--- config.mk ---
export PLATFORM = sky130hd
export DESIGN_NAME = aau_add_unit
export DESIGN_NICKNAME = d
export VERILOG_FILES = /design/src/rtl/aau_pkg.sv /design/src/rtl/aau_regfile.sv /design/src/rtl/aau_add_unit.sv
export VERILOG_INCLUDE_DIRS = /design/src /design/src/rtl
export SDC_FILE = /design/constraint.sdc
export NUM_CORES = 2
export LEC_CHECK = 0
export BUFFER_PORTS_ARGS = -buffer_cell sky130_fd_sc_hd__buf_2
export CAP_MARGIN = 20
export CELL_PAD_IN_SITES_DETAIL_PLACEMENT = 1
export CELL_PAD_IN_SITES_GLOBAL_PLACEMENT = 2
export CORE_ASPECT_RATIO = 0.9
export CORE_UTILIZATION = 45
export DETAILED_ROUTE_END_ITERATION = 10
export PLACE_DENSITY_LB_ADDON = 0.12
export SLEW_MARGIN = 10
export SYNTH_ARGS = -nofsm -noshare
export SYNTH_HDL_FRONTEND = slang
export SYNTH_HIERARCHICAL = 1
export SYNTH_SLANG_ARGS = --single-unit
--- constraint.sdc ---
create_clock -name clk -period 17.5 [get_ports clk]
set_clock_uncertainty 0.05 [all_clocks]
set_input_delay 2.625 -clock clk [delete_from_list [all_inputs] [get_ports clk]]
set_output_delay 2.625 -clock clk [all_outputs]
set_load 0.01 [all_outputs]
--- src/rtl/aau_cfg.svh ---
`ifndef AAU_CFG_SVH
`define AAU_CFG_SVH

// datapath width and register-file depth
`define AAU_DATA_W      8
`define AAU_ADDR_W      8
`define AAU_RF_DEPTH    256
// accumulator reset value
`define AAU_ACC_RESET   8'h00
// destination selector encodings
`define AAU_DEST_ACC    1'b0
`define AAU_DEST_REG    1'b1
// cycles from issue to write-back
`define AAU_EXEC_CYCLES 1

`endif

--- src/rtl/aau_pkg.sv ---
`default_nettype none
package aau_pkg;
  // operation selector for the issue port
  typedef enum logic [1:0] {
    AAU_OP_NONE,
    AAU_OP_LIT,
    AAU_OP_REG
  } aau_op_t;
endpackage : aau_pkg
`default_nettype wire

--- src/rtl/aau_regfile.sv ---
`timescale 1ns/100ps
`default_nettype none
`include "aau_cfg.svh"
module aau_regfile #(
  parameter int DATA_W = `AAU_DATA_W,
  parameter int ADDR_W = `AAU_ADDR_W,
  parameter int DEPTH  = `AAU_RF_DEPTH
) (
  input  wire logic              clk,
  input  wire logic [ADDR_W-1:0] rd_addr,
  output logic      [DATA_W-1:0] rd_data,
  input  wire logic              wr_en,
  input  wire logic [ADDR_W-1:0] wr_addr,
  input  wire logic [DATA_W-1:0] wr_data
);
  logic [DATA_W-1:0] mem [DEPTH];

  // write port; contents undefined until written, like real file RAM
  always_ff @(posedge clk) begin
    if (wr_en) begin
      mem[wr_addr] <= wr_data;
    end
  end

  // registered read, old data on a same-address write
  always_ff @(posedge clk) begin
    rd_data <= mem[rd_addr];
  end
endmodule : aau_regfile
`default_nettype wire

--- src/rtl/aau_add_unit.sv ---
`timescale 1ns/100ps
`default_nettype none
`include "aau_cfg.svh"
// Operation
// - add literal into accumulator
// - add accumulator and addressed file register
// - selector 0 writes accumulator only
// - selector 1 writes file register only on a register add; a literal add always writes accumulator
module aau_add_unit #(
  parameter int DATA_W = `AAU_DATA_W,
  parameter int ADDR_W = `AAU_ADDR_W
) (
  input  wire logic                 clk,
  input  wire logic                 reset,
  input  wire aau_pkg::aau_op_t     op,
  input  wire logic [DATA_W-1:0]    literal,
  input  wire logic [ADDR_W-1:0]    file_addr,
  input  wire logic                 dest_sel,
  input  wire logic                 ext_wr_en,
  input  wire logic [ADDR_W-1:0]    ext_addr,
  input  wire logic [DATA_W-1:0]    ext_wr_data,
  output logic      [DATA_W-1:0]    ext_rd_data,
  output logic      [DATA_W-1:0]    working_accumulator,
  output logic                      overflow_flag,
  output logic                      carry_flag,
  output logic                      half_carry_flag,
  output logic                      zero_flag,
  output logic                      done
);
  // issue stage: read phase of the two-step execute
  aau_pkg::aau_op_t  op_reg;
  logic [DATA_W-1:0] lit_reg;
  logic [ADDR_W-1:0] addr_reg;
  logic              dest_reg;
  logic [DATA_W-1:0] rf_rd;
  logic [ADDR_W-1:0] rf_rd_addr;
  logic              rf_wr_en;
  logic [ADDR_W-1:0] rf_wr_addr;
  logic [DATA_W-1:0] rf_wr_data;
  logic [DATA_W-1:0] operand;
  logic [DATA_W:0]   sum_full;
  logic [4:0]        low_sum;
  logic [DATA_W-1:0] sum;
  logic              ov_next;
  logic              dest_is_reg;

  // file address follows a register-add issue; else the external port
  assign rf_rd_addr = (op == aau_pkg::AAU_OP_REG) ? file_addr : ext_addr;

  aau_regfile #(
    .DATA_W (DATA_W),
    .ADDR_W (ADDR_W),
    .DEPTH  (1 << ADDR_W)
  ) u_rf (
    .clk     (clk),
    .rd_addr (rf_rd_addr),
    .rd_data (rf_rd),
    .wr_en   (rf_wr_en),
    .wr_addr (rf_wr_addr),
    .wr_data (rf_wr_data)
  );

  // latch operands while the file read is in flight
  always_ff @(posedge clk) begin
    if (reset) begin
      op_reg   <= aau_pkg::AAU_OP_NONE;
      lit_reg  <= '0;
      addr_reg <= '0;
      dest_reg <= `AAU_DEST_ACC;
    end else begin
      op_reg   <= op;
      lit_reg  <= literal;
      addr_reg <= file_addr;
      dest_reg <= dest_sel;
    end
  end

  // operand choice and adder, 8-bit wrap by truncation
  assign operand  = (op_reg == aau_pkg::AAU_OP_REG) ? rf_rd : lit_reg;
  assign sum_full = {1'b0, working_accumulator} + {1'b0, operand};
  assign low_sum  = {1'b0, working_accumulator[3:0]} + {1'b0, operand[3:0]};
  assign sum      = sum_full[DATA_W-1:0];
  // signed overflow: like-signed inputs, differently signed result
  assign ov_next  = (working_accumulator[DATA_W-1] == operand[DATA_W-1])
                 && (sum[DATA_W-1] != operand[DATA_W-1]);
  assign dest_is_reg = (op_reg == aau_pkg::AAU_OP_REG)
                    && (dest_reg == `AAU_DEST_REG);

  // file write: add result wins over external write in the same cycle
  always_comb begin
    rf_wr_en   = ext_wr_en;
    rf_wr_addr = ext_addr;
    rf_wr_data = ext_wr_data;
    if (dest_is_reg) begin
      rf_wr_en   = 1'b1;
      rf_wr_addr = addr_reg;
      rf_wr_data = sum;
    end
  end

  // accumulator write-back
  always_ff @(posedge clk) begin
    if (reset) begin
      working_accumulator <= `AAU_ACC_RESET;
    end else if (op_reg == aau_pkg::AAU_OP_LIT) begin
      working_accumulator <= sum;
    end else if (op_reg == aau_pkg::AAU_OP_REG && !dest_reg) begin
      working_accumulator <= sum;
    end
  end

  // status flags for either add
  always_ff @(posedge clk) begin
    if (reset) begin
      overflow_flag   <= 1'b0;
      carry_flag      <= 1'b0;
      half_carry_flag <= 1'b0;
      zero_flag       <= 1'b0;
    end else if (op_reg != aau_pkg::AAU_OP_NONE) begin
      overflow_flag   <= ov_next;
      carry_flag      <= sum_full[DATA_W];
      half_carry_flag <= low_sum[4];
      zero_flag       <= (sum == '0);
    end
  end

  // completion pulse and registered external read data
  always_ff @(posedge clk) begin
    if (reset) begin
      done        <= 1'b0;
      ext_rd_data <= '0;
    end else begin
      done        <= (op_reg != aau_pkg::AAU_OP_NONE);
      ext_rd_data <= rf_rd;
    end
  end

  property p_lit_acc;
    @(posedge clk) disable iff (reset)
      (op == aau_pkg::AAU_OP_LIT)
      |-> ##2 working_accumulator
              == $past(working_accumulator, 1) + $past(literal, 2);
  endproperty
  a_lit_acc: assert property (p_lit_acc)
    else $error("literal add result wrong");

  property p_reg_keeps_acc;
    @(posedge clk) disable iff (reset)
      (op_reg == aau_pkg::AAU_OP_REG && dest_reg)
      |=> $stable(working_accumulator);
  endproperty
  a_reg_keeps_acc: assert property (p_reg_keeps_acc)
    else $error("accumulator changed on file destination");

  property p_reg_writes_file;
    @(posedge clk) disable iff (reset)
      (op_reg == aau_pkg::AAU_OP_REG && dest_reg)
      |-> rf_wr_en && rf_wr_addr == addr_reg && rf_wr_data == sum;
  endproperty
  a_reg_writes_file: assert property (p_reg_writes_file)
    else $error("file write missing for file destination");

  property p_acc_dest;
    @(posedge clk) disable iff (reset)
      (op_reg == aau_pkg::AAU_OP_REG && !dest_reg)
      |-> !dest_is_reg ##1 working_accumulator == $past(sum);
  endproperty
  a_acc_dest: assert property (p_acc_dest)
    else $error("accumulator destination wrong");

  property p_reg_operand;
    @(posedge clk) disable iff (reset)
      (op_reg == aau_pkg::AAU_OP_REG) |-> operand == rf_rd;
  endproperty
  a_reg_operand: assert property (p_reg_operand)
    else $error("file operand not selected");

  property p_done_one;
    @(posedge clk) disable iff (reset)
      (op != aau_pkg::AAU_OP_NONE) |-> ##2 done;
  endproperty
  a_done_one: assert property (p_done_one)
    else $error("completion not two edges after issue");

  property p_zero;
    @(posedge clk) disable iff (reset)
      done |-> zero_flag == (working_accumulator == '0) || $past(dest_reg);
  endproperty
  a_zero: assert property (p_zero)
    else $error("zero flag disagrees with accumulator");

  property p_carry;
    @(posedge clk) disable iff (reset)
      (op_reg != aau_pkg::AAU_OP_NONE)
      |=> carry_flag == ($past(working_accumulator) > ~$past(operand));
  endproperty
  a_carry: assert property (p_carry)
    else $error("carry flag wrong");

  // nibble carry seen as a compare, independent of the adder path
  property p_half_carry;
    @(posedge clk) disable iff (reset)
      (op_reg != aau_pkg::AAU_OP_NONE)
      |=> half_carry_flag
          == ($past(working_accumulator[3:0]) > ~$past(operand[3:0]));
  endproperty
  a_half_carry: assert property (p_half_carry)
    else $error("half carry flag wrong");

  // overflow is carry into the sign bit differing from carry out of it
  property p_ovf;
    @(posedge clk) disable iff (reset)
      (op_reg != aau_pkg::AAU_OP_NONE)
      |=> overflow_flag
          == (($past(working_accumulator[DATA_W-2:0])
               > ~$past(operand[DATA_W-2:0]))
              ^ ($past(working_accumulator) > ~$past(operand)));
  endproperty
  a_ovf: assert property (p_ovf)
    else $error("overflow flag wrong");

  // no completion pulse without an operation in flight
  property p_idle_done;
    @(posedge clk) disable iff (reset)
      (op_reg == aau_pkg::AAU_OP_NONE) |=> !done;
  endproperty
  a_idle_done: assert property (p_idle_done)
    else $error("completion without an operation");
endmodule : aau_add_unit
`default_nettype wire

==> results.toml <==
[route]
final_antenna_net_count = 0
met1Wirelength_mm = 104
post_drt_wl_per_cell_um = 33.9
dr_wl_met3_mm = 15.5
drt-initial-drc-count = 4520
via_per_inst = 6.12
drc = 48
num_vias = 40600
drtPass1Iterations = 8
wirelength_mm = 225
route.met2.wl_mm = 101
routed.top_layer = "met4"

[floorplanning]
io_pins = 59
fp.dieW_um = 451
design.core.area_um2 = 179000
rows = 147
die_h_um = 406
dieArea_um2 = 183000
initial_core_util_pct = 45.5

[layout]
multi_input_area_um2 = 17800
syn_to_final_growth_pct = 11.9
largest-register = "u_rf/mem"
final_common_cell = "edfxtp_1"
fillers = 15800
seqCellArea_um2 = 62500
fin_nets = 4102
largest_register_ffs = 2048
fin_area_um2 = 91200
layout_common_cells = "edfxtp_1, mux4_2, nor2_1"
drive_gt1_share_pct = 23.0

[cts]
cts_tree = "yes"
cts_buffers = 211
cts.reportedPaths.clkPinSlew_ns = 0.06
clock-sinks = 2096
clk_latency_ns = 0.84
htree_levels = 4
ctsRootBufferMaster = "clkbuf_16"
cts_resized = 0
post_cts_buffers = 0
holdBufCountCts = 0
clockBufferDepth = 3

[grt]
grt_start_max_net_pins = 201
grt_pass1_vias = 41300
grt_pass1_wl_mm = 320
grt_overflow_total = 0
grt_antenna_before_repair = 4
grt.total_usage_pct = 24.7

[power]
p_sw_w = 0.00244
power_frac_comb_pct = 7.1
p_seq_share_pct = 51.5
leakage_nw = 28.2
ir_worst_vdd_v = 0.000109
switching_share_pct = 22.5
p_int_w = 0.00839
p_per_area_nw_per_um2 = 119
pwr-share-clk_pct = 41.4

[setup_path]
cp-start-kind = "input port"
required_ns = 18.12
arrival_ns = 8.00
critical-path-top-delay-family = "buffers and inverters"
crit_buf_inv = 4
slowest_delay_ns = 0.91
cp_max_fo = 96
path_depth = 11
end_kind = "flip-flop"
path_class = "input port to flip-flop"
crit_chain = "buf_2 -> nor2b_2 -> buf_4 -> mux2_8 -> buf_12 -> buf_4 -> mux4_2 -> mux4_2 -> nor2b_1 -> nor4_1 -> nor4_1"
rr_worst_depth = 9
crit_slowest_cell = "nor4_1"

[sta]
max_clock_freq_mhz = 136
setup_viol = 0
hold_viol = 0
finalMaxSlewViolations = 0
min_period_ns = 7.37
grt_setup_unrepaired = "no"
final.setup.tns_ns = 0
tightest_slew_ns = 1.30
post-route-period-util_pct = 42.1
slew_headroom_pct = 13.2

[min_path]
hold_path_class = "flip-flop to flip-flop"
whs_path_depth = 2

[place]
dp_hpwl_mm = 137
place_area_um2 = 84300
portBuffers = 58
place.gp.congestion = 0.792

[logic_synthesis]
async_flop_share_pct = 0
syn_area_per_cell_um2 = 20.7
synth_cells = 3933
syn_area_um2 = 81500
yosys_warnings = 6
ys_seq_area_share_pct = 76.6
synth_ff_type = "edfxtp_1"
ys_ff_latch = 2096
syn_nets = 3981
synth_edf_count = 2048
ys_types = 73

[outcome]
outcome = "finished with violations"
violations = "DRC"

[run]
drv_cap = 0
## power groups by stage
stage	Sequential (W)	Combinational (W)	Clock, W
floorplan	0.00574	0.000469	0
global placement	0.00568	0.000765	0
detailed placement	0.00568	0.000774	0
CTS	0.00557	0.000775	0.00458
global route	0.00557	0.000812	0.00474
finish	0.00557	0.000770	0.00448
## metrics by stage
step	util, %	setup slack (ns)	std cells	total power (W)	hold WS [ns]
floorplan	-	3.33	3933	0.00621	0.384
global placement	47.0	8.73	6220	0.00645	0.441
detailed placement	47.1	9.18	6222	0.00646	0.433
CTS	50.9	10.09	6621	0.0109	0.442
global route	50.9	9.85	6624	0.0111	0.466
finish	50.9	10.13	6626	0.0108	0.444
## Yosys cell counts, drive strengths merged, types with 3 or more instances
cell / number / area share, %
a2111oi: 5 / 0.064
a211oi: 18 / 0.17
a21oi: 101 / 0.62
a221oi: 14 / 0.16
a22o: 8 / 0.086
a22oi: 133 / 1.2
a31oi: 3 / 0.023
and2: 7 / 0.054
and3b: 3 / 0.032
buf: 125 / 1.3
clkbuf: 117 / 0.54
dfxtp: 48 / 1.2
edfxtp: 2048 / 75
ha: 9 / 0.14
inv: 5 / 0.023
mux2: 26 / 0.36
mux2i: 134 / 1.6
mux4: 456 / 13
nand2: 48 / 0.22
nand2b: 11 / 0.084
nand3: 37 / 0.23
nand3b: 4 / 0.037
nand4: 10 / 0.077
nor2: 292 / 1.3
nor2b: 62 / 0.48
nor3: 25 / 0.15
nor4: 27 / 0.23
o211ai: 10 / 0.092
o21ai: 25 / 0.16
o221ai: 48 / 0.52
o22a: 6 / 0.066
o22ai: 28 / 0.21
o32ai: 5 / 0.063
or2: 5 / 0.038
xnor2: 3 / 0.032
## worst paths after layout
path / start / slack [ns] / to
setup reg to reg: op_reg[0] / 12.37 / u_rf/mem[72][1]
setup / recovery: op[1] / 10.13 / u_rf/rd_data[1]
hold reg to reg: working_accumulator[6] / 0.44 / working_accumulator[6]
hold / removal: working_accumulator[6] / 0.44 / working_accumulator[6]
## metal layers
metal,track usage [%],vias to the layer above
li1,-,16700
met4,5.22,0
met5,0,-
met1,38.5,22200
met3,4.03,241
met2,36.9,1421
## worst reg2reg max path: stages (launching register included)
cell	delay, ns
dfxtp_1	0.46
nand2b_1	0.60
mux2_2	0.41
ha_1	0.20
inv_1	0.07
fa_1	0.49
o21ai_4	0.84
buf_4	0.75
buf_4	0.66
buf_16	0.31
## cell type report
| class | count | area share, % |
|---|---|---|
| tap | 2384 | 3.27 |
| sequential | 2096 | 68.5 |
| clock inverter | 127 | 1.26 |
| antenna | 2 | 0.00549 |
| inverter | 6 | 0.0247 |
| timing repair buffer | 150 | 1.24 |
| multi-input combinational | 1589 | 19.5 |
| clock buffer | 272 | 6.26 |
## cells by family (layout without fill, tap and decap cells)
family / count (synthesis) / after routing / share of synthesized area (%)
XOR/XNOR: 5 / 5 / 0.0537
buffers and inverters: 248 / 555 / 1.86
adder cells (fa/ha/maj): 10 / 10 / 0.163
other: 0 / 2 / 0
AO/OA/AOI/OAI: 416 / 416 / 3.59
AND/OR/NAND/NOR: 542 / 542 / 3.08
flip-flops: 2096 / 2096 / 76.6
multiplexers: 616 / 616 / 14.6
(Power assumes the default switching activity.)
